File: config.mk
export PLATFORM = sky130hd
export DESIGN_NAME = dat_acq_timing
export DESIGN_NICKNAME = d
export VERILOG_FILES = /design/src/dat_pkg.sv /design/src/dat_acq_timing.sv
export SDC_FILE = /design/constraint.sdc
export NUM_CORES = 1
export LEC_CHECK = 0
export ABC_CLOCK_PERIOD_IN_PS = 8000
export BUFFER_PORTS_ARGS = -buffer_cell sky130_fd_sc_hd__buf_4
export CORE_MARGIN = 3
export CORE_UTILIZATION = 25
export DETAILED_ROUTE_END_ITERATION = 6
export MAX_ROUTING_LAYER = met4
export PLACE_DENSITY_LB_ADDON = 0.3
export SETUP_SLACK_MARGIN = 0.4
export SKIP_LAST_GASP = 1
export SYNTH_ARGS = -nofsm -noshare
export SYNTH_HDL_FRONTEND = slang
export SYNTH_SLANG_ARGS = --single-unit
File: constraint.sdc
create_clock -name core_clk_in -period 8 [get_ports core_clk_in]
set_input_delay 1.6 -clock core_clk_in [delete_from_list [all_inputs] [get_ports core_clk_in]]
set_output_delay 1.6 -clock core_clk_in [all_outputs]
set_load 0.02 [all_outputs]
File: src/dat_pkg.sv
/*
 package for the digitizer acquisition timing block: register map,
 field positions, reset values, timebase figures and state codes.
 assumes a 32-bit apb slave and a 100 mhz core clock.
*/
package dat_pkg;
	localparam int DAT_ADDR_W = 8;
	// register byte offsets
	localparam logic [7:0] DAT_OFS_CTRL = 8'h00;
	localparam logic [7:0] DAT_OFS_INTERVAL = 8'h04;
	localparam logic [7:0] DAT_OFS_TARGET = 8'h08;
	localparam logic [7:0] DAT_OFS_DELAY = 8'h0c;
	localparam logic [7:0] DAT_OFS_REPEAT = 8'h10;
	localparam logic [7:0] DAT_OFS_STATUS = 8'h14;
	localparam logic [7:0] DAT_OFS_SAMPLES = 8'h18;
	localparam logic [7:0] DAT_OFS_TRIGS = 8'h1c;
	// control field positions
	localparam int DAT_CTRL_START = 0;
	localparam int DAT_CTRL_ABORT = 1;
	localparam int DAT_CTRL_DELAY_EN = 2;
	localparam int DAT_CTRL_SW_TRIG = 3;
	localparam int DAT_CTRL_TB_LO = 4;
	localparam int DAT_CTRL_EXT_EN = 6;
	localparam int DAT_CTRL_BUS_EN = 7;
	// timebase source codes
	localparam logic [1:0] DAT_TB_ONBOARD = 2'h0;
	localparam logic [1:0] DAT_TB_REF10 = 2'h1;
	localparam logic [1:0] DAT_TB_CLK10 = 2'h2;
	localparam logic [1:0] DAT_TB_CLK100 = 2'h3;
	localparam int DAT_CORE_HZ = 100_000_000;
	localparam int DAT_REF10_HZ = 10_000_000;
	localparam logic [3:0] DAT_REF10_DIV = 4'(DAT_CORE_HZ / DAT_REF10_HZ);
	// reset values
	localparam logic [15:0] DAT_RST_INTERVAL = 16'h0001;
	localparam logic [31:0] DAT_RST_TARGET = 32'h0000_0001;
	localparam logic [15:0] DAT_RST_DELAY = 16'h0001;
	localparam logic [31:0] DAT_RST_REPEAT = 32'h0000_0001;
	localparam logic [15:0] DAT_INTV_FIRST = 16'h0001;
	// pin slots of the synchroniser bank
	localparam int DAT_PIN_EXT = 0;
	localparam int DAT_PIN_BUS = 1;
	localparam int DAT_PIN_CLK10 = 2;
	localparam int DAT_NPINS = 3;
	typedef enum logic [3:0]
	{
		DAT_IDLE = 4'h1,
		DAT_WAIT = 4'h2,
		DAT_DELAY = 4'h4,
		DAT_ACQ = 4'h8
	} dat_state_e;
endpackage

File: src/dat_acq_timing.sv
/*
 acquisition timing engine with its sample fifo and apb register file.
 assumes: adc data valid on the core clock; trigger and clk10 pins are
 asynchronous; the dma side drains with valid/ready.
*/
// The placing of the registers and register access over APB were decided locally.
// Operation
// - start acquiring on software, external or bus trigger
// - pace everything from 100 mhz timebase clock
// - offer internal 10 mhz reference as timebase
// - allow backplane clk10 as timebase source
// - clk100 timebase code ticks every core cycle, as onboard; no backplane clk100 pin
// - one sample every divider timebase ticks
// - sixteen-bit divider, rate is timebase over divider
// - push each sample into the fifo
// - forward fifo data to dma whenever non-empty
// - stop when sample count reaches target
// - thirty-two-bit sample count target
// - sixteen-bit trigger delay in timebase periods
// - thirty-two-bit trigger repeat count
// - one block per accepted trigger until used
// - rearm in the core cycle after block's last sample
// - run retriggered sequence without software help
// - post-trigger: wait for trigger, then acquire
// - delayed-trigger: wait programmed delay, then acquire
`timescale 1ns/100ps
module dat_fifo #(
	parameter int W = 16,
	parameter int DEPTH = 4
)
(
	input wire logic clk_in,
	input wire logic reset_n_in,
	input wire logic ce_in,
	input wire logic in_valid_in,
	output logic in_ready_out,
	input wire logic [W-1:0] in_data_in,
	output logic out_valid_out,
	input wire logic out_ready_in,
	output logic [W-1:0] out_data_out
);
	localparam int AW = $clog2(DEPTH);
	typedef struct packed
	{
		logic [DEPTH-1:0][W-1:0] mem;
		logic [AW-1:0] wp;
		logic [AW-1:0] rp;
		logic [AW:0] cnt;
	} dat_fifo_s;
	dat_fifo_s r;
	dat_fifo_s next_r;
	logic push;
	logic pop;

	assign in_ready_out = r.cnt != (AW+1)'(DEPTH);
	assign out_valid_out = r.cnt != '0;
	assign out_data_out = r.mem[r.rp];
	assign push = in_valid_in && in_ready_out;
	assign pop = out_valid_out && out_ready_in;

	always_comb
	begin
		next_r = r;
		if (push)
		begin
			next_r.mem[r.wp] = in_data_in;
			next_r.wp = (r.wp == AW'(DEPTH - 1)) ? '0 : r.wp + 1'b1;
		end
		if (pop)
			next_r.rp = (r.rp == AW'(DEPTH - 1)) ? '0 : r.rp + 1'b1;
		if (push && !pop)
			next_r.cnt = r.cnt + 1'b1;
		else if (pop && !push)
			next_r.cnt = r.cnt - 1'b1;
	end

	always_ff @(posedge clk_in or negedge reset_n_in)
	begin
		if (!reset_n_in)
			r <= '0;
		else if (ce_in)
			r <= next_r;
	end
endmodule

module dat_acq_timing
	import dat_pkg::*;
#(
	parameter int DATA_W = 16,
	parameter int FIFO_DEPTH = 4
)
(
	input wire logic core_clk_in,
	input wire logic reset_n_in,
	input wire logic ce_in,
	input wire logic psel_in,
	input wire logic penable_in,
	input wire logic pwrite_in,
	input wire logic [DAT_ADDR_W-1:0] paddr_in,
	input wire logic [31:0] pwdata_in,
	output logic [31:0] prdata_out,
	output logic pready_out,
	output logic pslverr_out,
	input wire logic ext_trig_in,
	input wire logic bus_trig_in,
	input wire logic clk10_in,
	input wire logic [DATA_W-1:0] adc_data_in,
	output logic dma_valid_out,
	output logic [DATA_W-1:0] dma_data_out,
	input wire logic dma_ready_in,
	output logic busy_out
);
	typedef struct packed
	{
		dat_state_e st;
		logic busy;
		logic delay_en;
		logic [1:0] tb_sel;
		logic ext_en;
		logic bus_en;
		logic [15:0] interval;
		logic [31:0] target;
		logic [15:0] delay;
		logic [31:0] repeat_cnt;
		logic [15:0] intv_cnt;
		logic [15:0] dly_cnt;
		logic [31:0] blk_cnt;
		logic [31:0] total;
		logic [31:0] trigs;
		logic done;
		logic overrun;
		logic [3:0] div;
		logic [DAT_NPINS-1:0][2:0] sync;
		logic [DAT_NPINS-1:0] lvl;
		logic pready;
		logic pslverr;
		logic [31:0] prdata;
		logic dvalid;
		logic [DATA_W-1:0] ddata;
	} dat_top_s;
	dat_top_s r;
	dat_top_s next_r;
	logic f_in_ready;
	logic f_out_valid;
	logic f_out_ready;
	logic [DATA_W-1:0] f_out_data;
	logic fire;

	// output stage loads whenever it is empty or being drained
	assign f_out_ready = !r.dvalid || dma_ready_in;

	dat_fifo #(
		.W(DATA_W),
		.DEPTH(FIFO_DEPTH)
	) u_fifo (
		.clk_in(core_clk_in),
		.reset_n_in(reset_n_in),
		.ce_in(ce_in),
		.in_valid_in(fire),
		.in_ready_out(f_in_ready),
		.in_data_in(adc_data_in),
		.out_valid_out(f_out_valid),
		.out_ready_in(f_out_ready),
		.out_data_out(f_out_data)
	);

	always_comb
	begin
		logic access;
		logic wr;
		logic hit;
		logic [31:0] rd;
		logic [DAT_NPINS-1:0] rise;
		logic tick;
		logic due;
		logic trig;
		logic start;
		logic abort;
		access = psel_in && penable_in;
		wr = access && r.pready && pwrite_in;
		hit = 1'b1;
		rd = '0;
		rise = '0;
		tick = 1'b0;
		due = 1'b0;
		trig = 1'b0;
		start = 1'b0;
		abort = 1'b0;
		fire = 1'b0;
		next_r = r;

		// pins: a change counts once stages two and three agree
		for (int i = 0; i < DAT_NPINS; i++)
		begin
			next_r.sync[i] = {r.sync[i][1:0], 1'b0};
			if (r.sync[i][1] == r.sync[i][2])
			begin
				next_r.lvl[i] = r.sync[i][2];
				rise[i] = r.sync[i][2] && !r.lvl[i];
			end
		end
		next_r.sync[DAT_PIN_EXT][0] = ext_trig_in;
		next_r.sync[DAT_PIN_BUS][0] = bus_trig_in;
		next_r.sync[DAT_PIN_CLK10][0] = clk10_in;

		// timebase tick select
		next_r.div = (r.div >= DAT_REF10_DIV - 4'h1) ? '0 : r.div + 4'h1;
		case (r.tb_sel)
			DAT_TB_ONBOARD: tick = 1'b1;
			DAT_TB_REF10: tick = (r.div == '0);
			DAT_TB_CLK10: tick = rise[DAT_PIN_CLK10];
			DAT_TB_CLK100: tick = 1'b1;
			default: tick = 1'b1;
		endcase

		// apb read decode
		case (paddr_in)
			DAT_OFS_CTRL:
				rd = 32'({r.bus_en, r.ext_en, r.tb_sel, 1'b0, r.delay_en, 2'h0});
			DAT_OFS_INTERVAL: rd = 32'(r.interval);
			DAT_OFS_TARGET: rd = r.target;
			DAT_OFS_DELAY: rd = 32'(r.delay);
			DAT_OFS_REPEAT: rd = r.repeat_cnt;
			DAT_OFS_STATUS: rd = 32'({r.overrun, r.done, r.st, r.busy});
			DAT_OFS_SAMPLES: rd = r.total;
			DAT_OFS_TRIGS: rd = r.trigs;
			default: hit = 1'b0;
		endcase

		// one wait state, then answer; write lands at the answering edge
		if (access && !r.pready)
		begin
			next_r.pready = 1'b1;
			next_r.prdata = pwrite_in ? '0 : rd;
			next_r.pslverr = !hit;
		end
		else
		begin
			next_r.pready = 1'b0;
			next_r.pslverr = 1'b0;
		end

		if (wr && hit)
		begin
			case (paddr_in)
				DAT_OFS_CTRL:
				begin
					next_r.delay_en = pwdata_in[DAT_CTRL_DELAY_EN];
					next_r.tb_sel = pwdata_in[DAT_CTRL_TB_LO +: 2];
					next_r.ext_en = pwdata_in[DAT_CTRL_EXT_EN];
					next_r.bus_en = pwdata_in[DAT_CTRL_BUS_EN];
					start = pwdata_in[DAT_CTRL_START];
					abort = pwdata_in[DAT_CTRL_ABORT];
					trig = pwdata_in[DAT_CTRL_SW_TRIG];
				end
				DAT_OFS_INTERVAL: next_r.interval = pwdata_in[15:0];
				DAT_OFS_TARGET: next_r.target = pwdata_in;
				DAT_OFS_DELAY: next_r.delay = pwdata_in[15:0];
				DAT_OFS_REPEAT: next_r.repeat_cnt = pwdata_in;
				default: next_r.done = r.done;
			endcase
		end

		trig = trig || (r.ext_en && rise[DAT_PIN_EXT]) || (r.bus_en && rise[DAT_PIN_BUS]);

		// acquisition sequencer; software starts, triggers and aborts it
		case (r.st)
			DAT_IDLE:
			begin
				if (start)
				begin
					next_r.st = DAT_WAIT;
					next_r.blk_cnt = '0;
					next_r.total = '0;
					next_r.trigs = '0;
					next_r.done = 1'b0;
					next_r.overrun = 1'b0;
				end
			end
			DAT_WAIT:
			begin
				if (trig && r.delay_en)
				begin
					next_r.st = DAT_DELAY;
					next_r.dly_cnt = r.delay;
				end
				else if (trig)
				begin
					next_r.st = DAT_ACQ;
					next_r.intv_cnt = DAT_INTV_FIRST;
				end
			end
			DAT_DELAY:
			begin
				if (tick)
				begin
					// delay counts timebase periods, unit is one tick
					if (r.dly_cnt <= 16'h0001)
					begin
						next_r.st = DAT_ACQ;
						next_r.intv_cnt = DAT_INTV_FIRST;
					end
					else
						next_r.dly_cnt = r.dly_cnt - 16'h0001;
				end
			end
			DAT_ACQ:
			begin
				due = tick && (r.intv_cnt <= 16'h0001);
				if (tick && !due)
					next_r.intv_cnt = r.intv_cnt - 16'h0001;
				// full fifo stalls pacing instead of dropping a sample
				if (due && !f_in_ready)
					next_r.overrun = 1'b1;
				fire = due && f_in_ready;
				if (fire)
				begin
					next_r.intv_cnt = r.interval;
					next_r.total = r.total + 32'h1;
					next_r.blk_cnt = r.blk_cnt + 32'h1;
					if (r.blk_cnt + 32'h1 == r.target)
					begin
						next_r.blk_cnt = '0;
						next_r.trigs = r.trigs + 32'h1;
						if (r.trigs + 32'h1 >= r.repeat_cnt)
						begin
							next_r.st = DAT_IDLE;
							next_r.done = 1'b1;
						end
						else
							next_r.st = DAT_WAIT;
					end
				end
			end
			default: next_r.st = DAT_IDLE;
		endcase
		if (abort)
			next_r.st = DAT_IDLE;
		next_r.busy = (next_r.st != DAT_IDLE);

		// registered output stage toward the dma engine
		if (f_out_ready)
		begin
			next_r.dvalid = f_out_valid;
			next_r.ddata = f_out_data;
		end
	end

	always_ff @(posedge core_clk_in or negedge reset_n_in)
	begin
		if (!reset_n_in)
		begin
			r <= '0;
			r.st <= DAT_IDLE;
			r.interval <= DAT_RST_INTERVAL;
			r.target <= DAT_RST_TARGET;
			r.delay <= DAT_RST_DELAY;
			r.repeat_cnt <= DAT_RST_REPEAT;
		end
		else if (ce_in)
			r <= next_r;
	end

	assign prdata_out = r.prdata;
	assign pready_out = r.pready;
	assign pslverr_out = r.pslverr;
	assign dma_valid_out = r.dvalid;
	assign dma_data_out = r.ddata;
	assign busy_out = r.busy;
endmodule

==> impl_results.md <==
* DP Wirelength at 49.2 mm
* Syn nets at 2,271
* Clk pin slew, worst setup/hold paths at approximately 0.060 ns
* Largest net degree at the start of global routing at 135
* Placed Cells at 3,191
* Post_cts resized at 0
* CP required at 8.52 ns
* Fin util at 29.2%
* CTS tree: built
* Final Hold Vio Count at 0
* TritonCTS Sinks at about 370
* Via Count at 17,000
* Maxcap violations at 0
* Total power at 0.00483 W
* Clk Latency, worst-skew pair at 0.60 ns
* First-pass GRT wire length at 105 mm
* Startpoint types: flip-flop
* DR DRC count at 0
* Sum Neg Setup Slack at 0 ns
* Syn Inst Count at 2,154
* Adder-cell area share of the yosys netlist at 3.08%
* Crit path from: r[69]
* Critical Path End Type: flip-flop
* Total Routed Length at about 68 mm
* Final setup fails at 0
* Final Max Slew Viols at 0
* Initial antenna violation count at 0
* Chip width at between 200 and 300 um
* Most frequent cells in the layout: 369 x dfrtp_1, 203 x nand2_1, 159 x o21ai_0
* R2r setup slk at 3.39 ns
* Seq cells post-synth at 374
* Period minus WS final at 4.61 ns
* Tcrit/Tclk final at about 58%
* RR Startpoint: r[69]
* Register area share after synthesis at 44.7%
* R2R depth at 14
* Vias per inst at 5.18
* PortBufs at 117
* Fmax at 217 MHz
* Status: completed
* Number of synthesized flops with an enable pin at 0
* Non-Filler Instances at 3,275
* Crit path kind: reg2reg
* Postcts setup bufs at 0
* Die Height at 296 um
* Post-synthesis mux area share at roughly 11%
* Starting density of the core at 25.4%
* Arrival time at the worst endpoint at 5.13 ns
* Pre-Repair DR Iteration Count at 6
* Cts hold-fix bufs at 0
* IO Count at between 100 and 150
* Synth Flop Type: dfrtp_1
* Gr ovfl total at 0
* Asr flop ratio synth at between 90% and 100%
* Slew @ Worst Pin at 1.24 ns
* Worst setup margin at between 3 and 4 ns
* Leak Pwr at approximately 11 nW
* FP Rows at 105
* Area grow syn2layout at 15.3%
* Post-layout nets at 2,285
* Fraction of the mapped netlist area in simple logic gates at 16.6%
* DP Worst Slack at 2.93 ns
* Gr usage total at about 16%
* CTS Buf Count at 45
* Yosys warnings at 0
* DR WL/cell at about 21 um
* Xor and xnor area share after synthesis at 4.09%
* CP endpoint: r[299]
* Pwr/cell area at ~200 mW/mm2
* Worst r2r dst: r[299]
* Slew margin rel. at 16.2%
* Most common library cell in the layout ignoring fill and taps: dfrtp_1
* Final ANT Viol Nets at 0
* Core ar. at 0.0826 mm2
* Met2 Track Usage GR at a little over a quarter
* Unrepaired setup endpoints after global routing: no
* CTS H-tree lvls at 2
* Largest family of logic cells by synthesized area: simple AND/OR/NAND/NOR gates
* Distinct cells, synth at 80
* Layout cells sized above 1 at 19.7%
* Die ar. at 0.0874 mm2
* Top Usage Layer GRT: met2
* Antenna fix cells at 0
* Drt initial violations at 1,459
* Min-Delay Path Class: reg2reg
* Gpl congestion at 0.907
* Mapped Area at 0.0210 mm2
* Final Skew at 0.0324 ns
* Peak VDD IR at 0.162 mV
* Vias in the first global route at 16,800
* Met1 usage at 20.5%
* CTS root buffer: clkbuf_16
* Syn Area/Cell at between 9 and 10 um2
* Clk buf depth at 3
* Routing usage on met3 at 2.72%
* Synth Area in Compound Gates at 14.4%
* CP Max Fanout at 9
[cells in the mapped netlist, types with 24 or more instances]
| cell | number | area (um2) |
|---|---|---|
| xor2_1 | 41 | 359 |
| dfrtp_1 | 369 | 9230 |
| xnor2_1 | 57 | 499 |
| clkbuf_1 | 102 | 383 |
| and3_1 | 32 | 200 |
| nand4_1 | 40 | 250 |
| inv_1 | 84 | 315 |
| nand2_1 | 203 | 762 |
| a22oi_1 | 41 | 308 |
| a221oi_1 | 25 | 219 |
| nor4_1 | 40 | 250 |
| buf_4 | 51 | 383 |
| nor2_1 | 123 | 462 |
| nand3_1 | 91 | 455 |
| nor3_1 | 40 | 200 |
| a22o_1 | 29 | 254 |
| o21ai_0 | 159 | 796 |
| or3_1 | 24 | 150 |
| a31oi_1 | 26 | 163 |
| ha_1 | 50 | 626 |
| a21oi_1 | 101 | 505 |
| mux2_2 | 154 | 1730 |
| mux2i_1 | 25 | 250 |
[metrics by stage]
stage               hold slack (ns)  instance area, um2
floorplan                     0.451               21000
global placement              0.468               22600
detailed placement            0.478               22600
CTS                           0.492               24200
global route                  0.505               24200
finish                        0.485               24200
[where the power goes]
group	switching [W]	internal [W]	leakage (nW)	total, W
combinational	0.000344	0.000219	5.34	0.000563
sequential	0.000112	0.00198	4.78	0.00209
clock	0.000872	0.00130	0.768	0.00217
[logic make-up after synthesis]
| group | Yosys count |
|---|---|
| flip-flops | 374 |
| multiplexers | 198 |
| AO/OA/AOI/OAI | 480 |
| buffers and inverters | 267 |
| AND/OR/NAND/NOR | 686 |
| adder cells (fa/ha/maj) | 51 |
| XOR/XNOR | 98 |
[layer usage]
layer,vias to the layer above,part of all wire [%]
met5,-,0
met3,84,5.2
li1,7791,-
met4,0,2.3
met2,469,48
met1,8607,44
[worst min-delay path by stage]
stage	endpoint	cells past startpoint	slack (ns)	from
after floorplan	prdata_out[11]	2	0.45	prdata_out[11]
after global placement	u_fifo.r[56]	1	0.47	u_fifo.r[56]
after detailed placement	prdata_out[28]	2	0.48	prdata_out[28]
after CTS	prdata_out[28]	2	0.49	prdata_out[28]
after global routing	r[68]	1	0.51	r[68]
final	prdata_out[28]	2	0.48	prdata_out[28]
[worst max-delay path, stage by stage, from the launching register on]
cell and delay, ns:
dfrtp_1 0.53, ha_1 0.25, inv_1 0.09, or4_1 0.69, nor2_1 0.38, nand3_1 0.24, xnor2_1 0.18, ha_1 0.32
nand4_1 0.15, nor4_1 0.43, and4_1 0.26, o21ai_0 0.16, a31oi_1 0.32, or3_1 0.34, a31o_2 0.21
[state kept, by name, indices dropped and copies added (netlist names)]
| register | flops |
|---|---|
| r | 245 |
| u_fifo.r | 71 |
| prdata_out | 32 |
| dma_data_out | 16 |
| next_r | 6 |
| busy_out | 1 |
| dma_valid_out | 1 |
| pready_out | 1 |
| pslverr_out | 1 |
[final cells by class]
type / instances / area, um2
fillers: 8518 / 58500
flip-flops and latches: 374 / 9370
well taps: 1070 / 1340
multi-input cells: 1513 / 10500
clock buffers: 62 / 1260
clock inverters: 22 / 289
inverters: 84 / 315
repair buffers: 150 / 1150
Power figures use the tool's default switching activity.
